[src/logic/ppl_pkg.sv]
// Package for the printer port pin logic: register map, fields, resets
// Overview of operation
// Select output low is inverse of control bit 3.
// Reset output follows control bit 2 directly; low initialises printer.
// Line advance output low is inverse of control bit 1.
// Data latch pulse output is inverse of control bit 0.
// Status bit 7 reads inverse of the busy input.
// Status bit 6 reads the received pulse input as is.
// Status bit 5 reads the media empty input as is.
// Status bit 4 reads the printer online input as is.
// Status bit 3 reads the printer fault input as is.
// In EPP mode pull the ready line low open-drain, else release it; code pulls it only while epp_cycle_active is also high.
// Eight-line two-way port data bus carries bytes either direction.
// Printer drives busy high when it cannot take data.
// Printer drives received pulse low after taking a byte.
// Printer raises media empty when out of paper, fault low on error.
// All five status inputs pass two flip-flops before status reads.
package ppl_pkg;
  localparam logic [3:0] PPL_OFS_DATA = 4'h0;
  localparam logic [3:0] PPL_OFS_STATUS = 4'h4;
  localparam logic [3:0] PPL_OFS_CONTROL = 4'h8;
  localparam logic [3:0] PPL_OFS_IRQ_STAT = 4'hC;
  localparam logic [3:0] PPL_OFS_IRQ_MASK = 4'h0;
  localparam logic [5:0] PPL_ADDR_IRQ_MASK = 6'h10;
  // Control register fields
  localparam int PPL_CTL_STROBE = 0;
  localparam int PPL_CTL_AUTOFD = 1;
  localparam int PPL_CTL_INIT = 2;
  localparam int PPL_CTL_SELECT = 3;
  localparam int PPL_CTL_DIR = 5;
  localparam int PPL_CTL_EPP = 6;
  // Status register fields
  localparam int PPL_ST_FAULT = 3;
  localparam int PPL_ST_ONLINE = 4;
  localparam int PPL_ST_EMPTY = 5;
  localparam int PPL_ST_ACK = 6;
  localparam int PPL_ST_BUSY = 7;
  // Interrupt event bits
  localparam int PPL_EV_ACK = 0;
  localparam int PPL_EV_FAULT = 1;
  localparam int PPL_EV_EMPTY = 2;
  localparam logic [7:0] PPL_CTL_RESET = 8'h04;
  localparam logic [7:0] PPL_DATA_RESET = 8'h00;
  localparam logic [2:0] PPL_IRQ_RESET = 3'h0;
  localparam logic [1:0] PPL_RESP_OKAY = 2'h0;
  localparam logic [1:0] PPL_RESP_SLVERR = 2'h2;

  // Raw printer status inputs
  typedef struct packed {
    logic busy;
    logic received;
    logic empty;
    logic online;
    logic fault;
  } ppl_status_t;

  // Printer control outputs
  typedef struct packed {
    logic choose_n;
    logic reset_n;
    logic advance_n;
    logic latch_n;
  } ppl_ctl_t;
endpackage

[src/logic/ppl_sync.sv]
// Two-stage synchroniser for printer status inputs
`timescale 1ns/100ps
module ppl_sync #(
  parameter int WIDTH = 5
) (
  input wire logic clk_sys,
  input wire logic rst,
  input wire logic [WIDTH-1:0] async_in,
  output logic [WIDTH-1:0] sync_out
);
  logic [WIDTH-1:0] stage1_ff;
  logic [WIDTH-1:0] stage2_ff;
  logic [WIDTH-1:0] nxt_stage1;
  logic [WIDTH-1:0] nxt_stage2;

  // Next stage values; first stage only feeds the second
  always_comb begin
    nxt_stage1 = async_in;
    nxt_stage2 = stage1_ff;
  end

  // Reset to zero; real levels arrive two edges after release
  always_ff @(posedge clk_sys or posedge rst) begin
    if (rst) begin
      stage1_ff <= '0;
      stage2_ff <= '0;
    end else begin
      stage1_ff <= nxt_stage1;
      stage2_ff <= nxt_stage2;
    end
  end

  assign sync_out = stage2_ff;
endmodule

[src/logic/ppl_top.sv]
// Printer port pin logic with AXI4-Lite register slave
`timescale 1ns/100ps
module ppl_top
  import ppl_pkg::*;
(
  input wire logic clk_sys,
  input wire logic rst,
  input wire logic [5:0] s_axi_awaddr,
  input wire logic s_axi_awvalid,
  output logic s_axi_awready,
  input wire logic [31:0] s_axi_wdata,
  input wire logic [3:0] s_axi_wstrb,
  input wire logic s_axi_wvalid,
  output logic s_axi_wready,
  output logic [1:0] s_axi_bresp,
  output logic s_axi_bvalid,
  input wire logic s_axi_bready,
  input wire logic [5:0] s_axi_araddr,
  input wire logic s_axi_arvalid,
  output logic s_axi_arready,
  output logic [31:0] s_axi_rdata,
  output logic [1:0] s_axi_rresp,
  output logic s_axi_rvalid,
  input wire logic s_axi_rready,
  input wire logic printer_busy,
  input wire logic printer_received_pulse,
  input wire logic media_empty_flag,
  input wire logic printer_online,
  input wire logic printer_fault,
  output logic printer_choose_out,
  output logic printer_reset_out,
  output logic line_advance_out,
  output logic data_latch_pulse_out,
  input wire logic [7:0] port_data_lines_in,
  output logic [7:0] port_data_lines_out,
  output logic port_data_lines_oe,
  input wire logic epp_cycle_active,
  output logic iochrdy_out,
  output logic iochrdy_oe,
  output logic irq
);
  ppl_status_t raw_st;
  ppl_status_t sync_st;
  logic [7:0] pd_sync;
  logic [7:0] ctl_ff;
  logic [7:0] nxt_ctl;
  logic [7:0] data_ff;
  logic [7:0] nxt_data;
  logic [2:0] irq_stat_ff;
  logic [2:0] nxt_irq_stat;
  logic [2:0] irq_mask_ff;
  logic [2:0] nxt_irq_mask;
  ppl_status_t prev_st_ff;
  logic aw_hold_ff;
  logic nxt_aw_hold;
  logic w_hold_ff;
  logic nxt_w_hold;
  logic [5:0] awaddr_ff;
  logic [5:0] nxt_awaddr;
  logic [31:0] wdata_ff;
  logic [31:0] nxt_wdata;
  logic bvalid_ff;
  logic nxt_bvalid;
  logic [1:0] bresp_ff;
  logic [1:0] nxt_bresp;
  logic rvalid_ff;
  logic nxt_rvalid;
  logic [31:0] rdata_ff;
  logic [31:0] nxt_rdata;
  logic [1:0] rresp_ff;
  logic [1:0] nxt_rresp;
  logic wr_go;
  logic [5:0] wr_addr;
  logic [31:0] wr_data;
  logic [2:0] events;
  logic [7:0] status_byte;

  // Word address decode shared by read and write paths; hi selects the 0x10 word group
  function automatic logic addr_hit(input logic [5:0] a, input logic [3:0] ofs, input logic hi);
    return (a[5:2] == {1'b0, hi, ofs[3:2]});
  endfunction

  assign raw_st = '{busy: printer_busy, received: printer_received_pulse,
                    empty: media_empty_flag, online: printer_online, fault: printer_fault};

  // Pin levels are asynchronous, so both inputs groups pass two stages
  ppl_sync #(.WIDTH(5)) u_st_sync (
    .clk_sys(clk_sys),
    .rst(rst),
    .async_in(raw_st),
    .sync_out(sync_st)
  );
  ppl_sync #(.WIDTH(8)) u_pd_sync (
    .clk_sys(clk_sys),
    .rst(rst),
    .async_in(port_data_lines_in),
    .sync_out(pd_sync)
  );

  // Status byte as software sees it
  always_comb begin
    status_byte = 8'h00;
    status_byte[PPL_ST_BUSY] = ~sync_st.busy;
    status_byte[PPL_ST_ACK] = sync_st.received;
    status_byte[PPL_ST_EMPTY] = sync_st.empty;
    status_byte[PPL_ST_ONLINE] = sync_st.online;
    status_byte[PPL_ST_FAULT] = sync_st.fault;
  end

  // Write channel: address and data taken in either order
  assign s_axi_awready = ~aw_hold_ff & ~bvalid_ff;
  assign s_axi_wready = ~w_hold_ff & ~bvalid_ff;
  assign wr_addr = aw_hold_ff ? awaddr_ff : s_axi_awaddr;
  assign wr_data = w_hold_ff ? wdata_ff : s_axi_wdata;
  assign wr_go = (aw_hold_ff | (s_axi_awvalid & s_axi_awready)) &
                 (w_hold_ff | (s_axi_wvalid & s_axi_wready)) & ~bvalid_ff;

  always_comb begin
    nxt_aw_hold = aw_hold_ff;
    nxt_w_hold = w_hold_ff;
    nxt_awaddr = awaddr_ff;
    nxt_wdata = wdata_ff;
    nxt_bvalid = bvalid_ff;
    nxt_bresp = bresp_ff;
    if (s_axi_awvalid && s_axi_awready) begin
      nxt_aw_hold = 1'b1;
      nxt_awaddr = s_axi_awaddr;
    end
    if (s_axi_wvalid && s_axi_wready) begin
      nxt_w_hold = 1'b1;
      nxt_wdata = s_axi_wdata;
    end
    if (wr_go) begin
      nxt_aw_hold = 1'b0;
      nxt_w_hold = 1'b0;
      nxt_bvalid = 1'b1;
      nxt_bresp = (addr_hit(wr_addr, PPL_OFS_DATA, 1'b0) || addr_hit(wr_addr, PPL_OFS_STATUS, 1'b0) ||
                   addr_hit(wr_addr, PPL_OFS_CONTROL, 1'b0) || addr_hit(wr_addr, PPL_OFS_IRQ_STAT, 1'b0) ||
                   addr_hit(wr_addr, PPL_OFS_IRQ_MASK, 1'b1)) ? PPL_RESP_OKAY : PPL_RESP_SLVERR;
    end else if (bvalid_ff && s_axi_bready) begin
      nxt_bvalid = 1'b0;
    end
  end

  // Register writes; status register ignores writes
  always_comb begin
    nxt_ctl = ctl_ff;
    nxt_data = data_ff;
    nxt_irq_mask = irq_mask_ff;
    if (wr_go && wr_data_lane_ok(s_axi_wstrb, w_hold_ff)) begin
      if (addr_hit(wr_addr, PPL_OFS_CONTROL, 1'b0)) begin
        nxt_ctl = wr_data[7:0];
      end
      if (addr_hit(wr_addr, PPL_OFS_DATA, 1'b0)) begin
        nxt_data = wr_data[7:0];
      end
      if (addr_hit(wr_addr, PPL_OFS_IRQ_MASK, 1'b1)) begin
        nxt_irq_mask = wr_data[2:0];
      end
    end
  end

  // Byte lane 0 must be enabled; strobes held with data are not kept, so held data counts as full
  function automatic logic wr_data_lane_ok(input logic [3:0] strb, input logic held);
    return held | strb[0];
  endfunction

  // Events: falling received pulse, falling fault, rising media empty
  assign events[PPL_EV_ACK] = prev_st_ff.received & ~sync_st.received;
  assign events[PPL_EV_FAULT] = prev_st_ff.fault & ~sync_st.fault;
  assign events[PPL_EV_EMPTY] = ~prev_st_ff.empty & sync_st.empty;

  // Sticky status; a new event wins over a write-one clear
  always_comb begin
    nxt_irq_stat = irq_stat_ff;
    if (wr_go && wr_data_lane_ok(s_axi_wstrb, w_hold_ff) && addr_hit(wr_addr, PPL_OFS_IRQ_STAT, 1'b0)) begin
      nxt_irq_stat = irq_stat_ff & ~wr_data[2:0];
    end
    nxt_irq_stat = nxt_irq_stat | events;
  end

  // Read channel: one read at a time, answered one cycle after address
  assign s_axi_arready = ~rvalid_ff;
  always_comb begin
    nxt_rvalid = rvalid_ff;
    nxt_rdata = rdata_ff;
    nxt_rresp = rresp_ff;
    if (s_axi_arvalid && s_axi_arready) begin
      nxt_rvalid = 1'b1;
      nxt_rresp = PPL_RESP_OKAY;
      nxt_rdata = 32'h00000000;
      if (addr_hit(s_axi_araddr, PPL_OFS_DATA, 1'b0)) begin
        nxt_rdata[7:0] = ctl_ff[PPL_CTL_DIR] ? pd_sync : data_ff;
      end else if (addr_hit(s_axi_araddr, PPL_OFS_STATUS, 1'b0)) begin
        nxt_rdata[7:0] = status_byte;
      end else if (addr_hit(s_axi_araddr, PPL_OFS_CONTROL, 1'b0)) begin
        nxt_rdata[7:0] = ctl_ff;
      end else if (addr_hit(s_axi_araddr, PPL_OFS_IRQ_STAT, 1'b0)) begin
        nxt_rdata[2:0] = irq_stat_ff;
      end else if (addr_hit(s_axi_araddr, PPL_OFS_IRQ_MASK, 1'b1)) begin
        nxt_rdata[2:0] = irq_mask_ff;
      end else begin
        nxt_rresp = PPL_RESP_SLVERR;
      end
    end else if (rvalid_ff && s_axi_rready) begin
      nxt_rvalid = 1'b0;
    end
  end

  // All state registers
  always_ff @(posedge clk_sys or posedge rst) begin
    if (rst) begin
      ctl_ff <= PPL_CTL_RESET;
      data_ff <= PPL_DATA_RESET;
      irq_stat_ff <= PPL_IRQ_RESET;
      irq_mask_ff <= PPL_IRQ_RESET;
      prev_st_ff <= '0;
      aw_hold_ff <= 1'b0;
      w_hold_ff <= 1'b0;
      awaddr_ff <= 6'h00;
      wdata_ff <= 32'h00000000;
      bvalid_ff <= 1'b0;
      bresp_ff <= 2'h0;
      rvalid_ff <= 1'b0;
      rdata_ff <= 32'h00000000;
      rresp_ff <= 2'h0;
    end else begin
      ctl_ff <= nxt_ctl;
      data_ff <= nxt_data;
      irq_stat_ff <= nxt_irq_stat;
      irq_mask_ff <= nxt_irq_mask;
      prev_st_ff <= sync_st;
      aw_hold_ff <= nxt_aw_hold;
      w_hold_ff <= nxt_w_hold;
      awaddr_ff <= nxt_awaddr;
      wdata_ff <= nxt_wdata;
      bvalid_ff <= nxt_bvalid;
      bresp_ff <= nxt_bresp;
      rvalid_ff <= nxt_rvalid;
      rdata_ff <= nxt_rdata;
      rresp_ff <= nxt_rresp;
    end
  end

  assign s_axi_bvalid = bvalid_ff;
  assign s_axi_bresp = bresp_ff;
  assign s_axi_rvalid = rvalid_ff;
  assign s_axi_rdata = rdata_ff;
  assign s_axi_rresp = rresp_ff;

  // Printer control pins straight from control register flops
  assign printer_choose_out = ~ctl_ff[PPL_CTL_SELECT];
  assign printer_reset_out = ctl_ff[PPL_CTL_INIT];
  assign line_advance_out = ~ctl_ff[PPL_CTL_AUTOFD];
  assign data_latch_pulse_out = ~ctl_ff[PPL_CTL_STROBE];

  // Data bus: drive unless software turned the port around for input
  assign port_data_lines_out = data_ff;
  assign port_data_lines_oe = ~ctl_ff[PPL_CTL_DIR];

  // Open drain: only ever drives low, so output is constant zero
  assign iochrdy_out = 1'b0;
  assign iochrdy_oe = ctl_ff[PPL_CTL_EPP] & epp_cycle_active;

  assign irq = |(irq_stat_ff & irq_mask_ff);

  select_pin_a: assert property (@(posedge clk_sys) disable iff (rst)
    wr_go && addr_hit(wr_addr, PPL_OFS_CONTROL, 1'b0) && wr_data_lane_ok(s_axi_wstrb, w_hold_ff)
    |=> printer_choose_out == ~$past(wr_data[PPL_CTL_SELECT]))
    else $error("select pin does not follow control bit");
  reset_pin_a: assert property (@(posedge clk_sys) disable iff (rst)
    wr_go && addr_hit(wr_addr, PPL_OFS_CONTROL, 1'b0) && wr_data_lane_ok(s_axi_wstrb, w_hold_ff)
    |=> printer_reset_out == $past(wr_data[PPL_CTL_INIT]))
    else $error("reset pin does not follow control bit");
  advance_pin_a: assert property (@(posedge clk_sys) disable iff (rst)
    line_advance_out != ctl_ff[PPL_CTL_AUTOFD])
    else $error("line advance pin not inverted");
  latch_write_a: assert property (@(posedge clk_sys) disable iff (rst)
    wr_go && addr_hit(wr_addr, PPL_OFS_CONTROL, 1'b0) && wr_data_lane_ok(s_axi_wstrb, w_hold_ff)
    |=> data_latch_pulse_out == ~$past(wr_data[PPL_CTL_STROBE]))
    else $error("latch pulse not set by control write");
  // Sampled pin two edges back was taken while the synchroniser still sat in reset
  busy_path_a: assert property (@(posedge clk_sys) disable iff (rst)
    ##2 ($past(rst, 2) || status_byte[PPL_ST_BUSY] == ~$past(printer_busy, 2)))
    else $error("busy status wrong or not two stages late");
  ack_path_a: assert property (@(posedge clk_sys) disable iff (rst)
    ##2 ($past(rst, 2) || status_byte[PPL_ST_ACK] == $past(printer_received_pulse, 2)))
    else $error("received status wrong");
  empty_path_a: assert property (@(posedge clk_sys) disable iff (rst)
    ##2 ($past(rst, 2) || status_byte[PPL_ST_EMPTY] == $past(media_empty_flag, 2)))
    else $error("media empty status wrong");
  online_fault_a: assert property (@(posedge clk_sys) disable iff (rst)
    ##2 ($past(rst, 2) || {status_byte[PPL_ST_ONLINE], status_byte[PPL_ST_FAULT]} ==
    {$past(printer_online, 2), $past(printer_fault, 2)}))
    else $error("online or fault status wrong");
  ready_pull_a: assert property (@(posedge clk_sys) disable iff (rst)
    iochrdy_oe |-> (ctl_ff[PPL_CTL_EPP] && iochrdy_out == 1'b0))
    else $error("ready line pulled outside EPP mode");
  data_dir_a: assert property (@(posedge clk_sys) disable iff (rst)
    port_data_lines_oe |-> port_data_lines_out == data_ff && !ctl_ff[PPL_CTL_DIR])
    else $error("data bus driven in input direction");
  write_resp_c: cover property (@(posedge clk_sys) disable iff (rst) wr_go ##[1:4] s_axi_bvalid && s_axi_bready);
  read_resp_c: cover property (@(posedge clk_sys) disable iff (rst) s_axi_arvalid ##1 s_axi_rvalid);
  irq_c: cover property (@(posedge clk_sys) disable iff (rst) $rose(irq));
  epp_c: cover property (@(posedge clk_sys) disable iff (rst) $rose(iochrdy_oe));
endmodule

[config.mk]
export PLATFORM = sky130hd
export DESIGN_NAME = ppl_top
export DESIGN_NICKNAME = d
export VERILOG_FILES = /design/src/logic/ppl_pkg.sv /design/src/logic/ppl_sync.sv /design/src/logic/ppl_top.sv
export SDC_FILE = /design/constraint.sdc
export NUM_CORES = 1
export LEC_CHECK = 0
export BUFFER_PORTS_ARGS = -buffer_cell sky130_fd_sc_hd__buf_2
export CORE_ASPECT_RATIO = 1.75
export CORE_MARGIN = 2
export CORE_UTILIZATION = 37
export DETAILED_ROUTE_END_ITERATION = 10
export GPL_ROUTABILITY_DRIVEN = 0
export PLACE_DENSITY_LB_ADDON = 0.15
export SKIP_LAST_GASP = 1
export SLEW_MARGIN = 10
export SYNTH_ARGS = -nofsm -noshare
export SYNTH_HDL_FRONTEND = slang
export SYNTH_HIERARCHICAL = 1
export SYNTH_SLANG_ARGS = --single-unit
[constraint.sdc]
create_clock -name clk_sys -period 2.2 [get_ports clk_sys]
set_input_delay 0.22 -clock clk_sys [delete_from_list [all_inputs] [get_ports clk_sys]]
set_output_delay 0.22 -clock clk_sys [all_outputs]
set_load 0.01 [all_outputs]
==> summary.txt <==
Outcome
  – Outcome: complete, no violations

Clock network
  – Clock transition at the registers of the reported paths: roughly 60 ps
  – Post-CTS Setup Inserts: 0
  – CTS Buffer Depth: 2
  – Clk root buf: clkbuf_16
  – H-tree depth: 3
  – Clock latency on the worst-skew pair: ~330 ps
  – Clock sinks: 77
  – CTS Hold Bufs: 12
  – CTS Buf Count: 9
  – CTS tree: built
  – Post-CTS Resized: 0

STA
  – Setup TNS: 0 ps
  – Final Skew: roughly 6.7 ps
  – Unrepaired setup endpoints after global routing: false
  – Final setup violation count: 0
  – Min cycle time layout: around 2000 ps
  – Final Hold Fails: 0
  – Slew Limit Headroom: between 60 and 70%
  – Slew at the pin closest to its max-slew limit: around 570 ps
  – Final slew viol count: 0
  – Final period util: between 90 and 100%
  – Fmax: around 0.5 GHz

Drt
  – Routed WL per cell: around 15 um
  – Via Count: approximately 2200
  – Post-route ant nets: 0
  – Drt first pass iters: 4
  – Routed wire length: around 7 mm
  – DR DRC count: 0
  – DR iter-0 viols: between 100 and 150
  – Vias/cell: around 4.5

Setup path
  – CP startpoint kind: flop
  – Critical path capture point type: flop
  – Critical Setup Path Class: flop to flop
  – Crit Reg-Reg Startpoint: aw_hold_ff
  – Worst Path Arrival: between 2000 and 2500 ps
  – R2R Path End: ctl_ff[0]
  – Worst Path Required: ~2400 ps
  – Slack of the worst reg-to-reg path: approximately 180 ps
  – R2R depth: 4
  – Critical path fanouts, max: 13

Logic synthesis
  – Syn. warnings: 6
  – Register bit total from synthesis: 77
  – Unique cell type count in the Yosys netlist: 42
  – Mapped Area: around 3400 um2
  – Syn Inst Count: between 200 and 300
  – Post-synth EDFFs: 0
  – Seq/Total Area, Yosys: ~57%
  – Post-synth top cells: dfrtp_1, buf_4, inv_1, mux2_2
  – Synth top area cells: dfrtp_1, mux2_2, buf_4
  – Area leader, netlist: dfrtp_1
  – Synth Flop Type: dfrtp_1
  – Most frequent cell after synthesis: dfrtp_1
  – Synthesized area per cell: 12.36 um2
  – Top-area cell type share of the netlist area: approximately 57%
  – Post-synth ARST share: 100.0%

Cells and area
  – Fraction of layout cells with a size suffix above 1: between 30 and 40%
  – Final Net Count: about 430
  – Antenna Diode Count: 0
  – Final core occ: between 40% and 50%
  – Non-filler instance count after layout: approximately 480
  – Area grow syn2layout: 24.89%

Run
  – MaxCap Viol Count: 0

Die
  – Die height: approximately 130 um
  – Rows: 46
  – Starting density of the core: 37.46%
  – Die footprint: approximately 9900 um2
  – Io pins: roughly 130
  – Die W: approximately 76 um
  – Core ar.: 8979 um2

Pwr
  – LEAKAGE: approximately 2.1 nW
  – Worst vdd ir: between 500 and 600 uV
  – Pwr/cell area: 1174 nW/um2

GRT
  – Initial antenna violation count: 0
  – GRT Total Usage: between 10% and 20%
  – Grt ovf: 0
  – First-pass GRT wire length: 11.46 mm
  – Vias in the first global route: about 2200
  – Pin count of the biggest net entering global routing: 31

Place
  – # port buffers: 67
  – Placed wire-length estimate: around 5.2 mm
  – Placed Cells: 454

Hold path
  – Hold_sp: port_data_lines_in[2]
  – Hold Path End: u_pd_sync/nxt_stage2[2]
  – Hold/Removal Path Class: primary input to flop
  – Hold Crit Depth: 1
==> final cells by class <==
type / instances / area [um2]
timing repair buffer: 86 / 523.0
clock inverter: 3 / 42.54
sequential: 77 / 1928
multi-input combinational: 165 / 1215
fill: 886 / 4778
clock buffer: 13 / 270.3
inverter: 19 / 71.32
tap: 120 / 150.1
==> cells in the final DEF, fill, tap and decap left out, drive strengths merged, types with 2 or more instances in the layout <==
master / Yosys / final
mux2i: 6 / 6
conb: 1 / 27
a21oi: 4 / 4
dfrtp: 76 / 76
a22o: 8 / 8
mux2: 40 / 40
a211oi: 2 / 2
a31oi: 2 / 2
nand3: 5 / 5
nor2b: 4 / 4
o21ai: 16 / 16
a22oi: 5 / 5
and2: 2 / 2
nor2: 11 / 11
buf: 31 / 73
clkbuf: 6 / 13
o32ai: 3 / 3
o21a: 2 / 2
nand2: 14 / 14
and3: 2 / 2
inv: 19 / 19
dlygate4sd3: 0 / 13
==> report_power, final <==
group	total [mW]	switching [mW]	leakage [nW]	internal, mW
logic	1.40	0.688	0.979	0.713
clock network	1.50	0.536	0.152	0.969
registers	2.03	0.250	0.929	1.78
total	4.93	1.47	2.06	3.46
==> state kept, by name, indices dropped and copies added, names as in the netlist, 3 cells and up <==
register,cells
irq_mask_ff,3
ctl_ff,8
s_axi_rdata,8
u_st_sync/sync_out,5
u_st_sync/nxt_stage2,5
prev_st_ff,3
port_data_lines_out,8
u_pd_sync/sync_out,8
u_pd_sync/nxt_stage2,8
irq_stat_ff,3
awaddr_ff,4
wdata_ff,8
==> cells by family after synthesis <==
logic type | after synthesis | share of synthesized area [%]
simple gates | 46 | 7.106
other cells | 1 | 0.1115
mux | 46 | 16.07
compound gates | 46 | 9.934
flops | 77 | 57.33
buf+inv | 56 | 9.449
==> worst max-delay path, stage by stage, from the launching register on <==
cell and delay, ps:
dfrtp_1 570, or3b_4 450, a211oi_4 330, nand2_4 210
mux2_4 330
==> layer usage <==
layer,routed length [um],global-route usage [%],share of wire (%)
met4,90,6.096,1.3
met3,302,3.942,4.2
met2,3929,28.41,55
met5,0,0,0
met1,2836,17.12,40
==> through the flow <==
| step | worst slack (ps) | cell area [um2] | hold WS (ps) | total power, mW |
|---|---|---|---|---|
| 2_1_floorplan | 530.4 | 3461 | 60.18 | 2.996 |
| 3_3_place_gp | 201.8 | 3757 | 239.2 | 3.424 |
| 3_5_place_dp | 190.2 | 3757 | 240.6 | 3.458 |
| 4_1_cts | 168.9 | 4190 | 0.3775 | 5.009 |
| 5_1_grt | 67.28 | 4200 | 0.01410 | 5.252 |
| 6_report | 180.7 | 4200 | 15.07 | 4.933 |
==> how the worst max path moves through the flow <==
stage	depth (start not counted)	slack, ps	startpoint	endpoint
floorplan	5	530	aw_hold_ff	port_data_lines_out[0]
global placement	4	200	aw_hold_ff	ctl_ff[1]
detailed placement	4	190	aw_hold_ff	ctl_ff[0]
CTS	4	170	aw_hold_ff	ctl_ff[0]
global route	4	70	aw_hold_ff	ctl_ff[6]
finish	4	180	aw_hold_ff	ctl_ff[0]
Power figures use the tool's default switching activity.
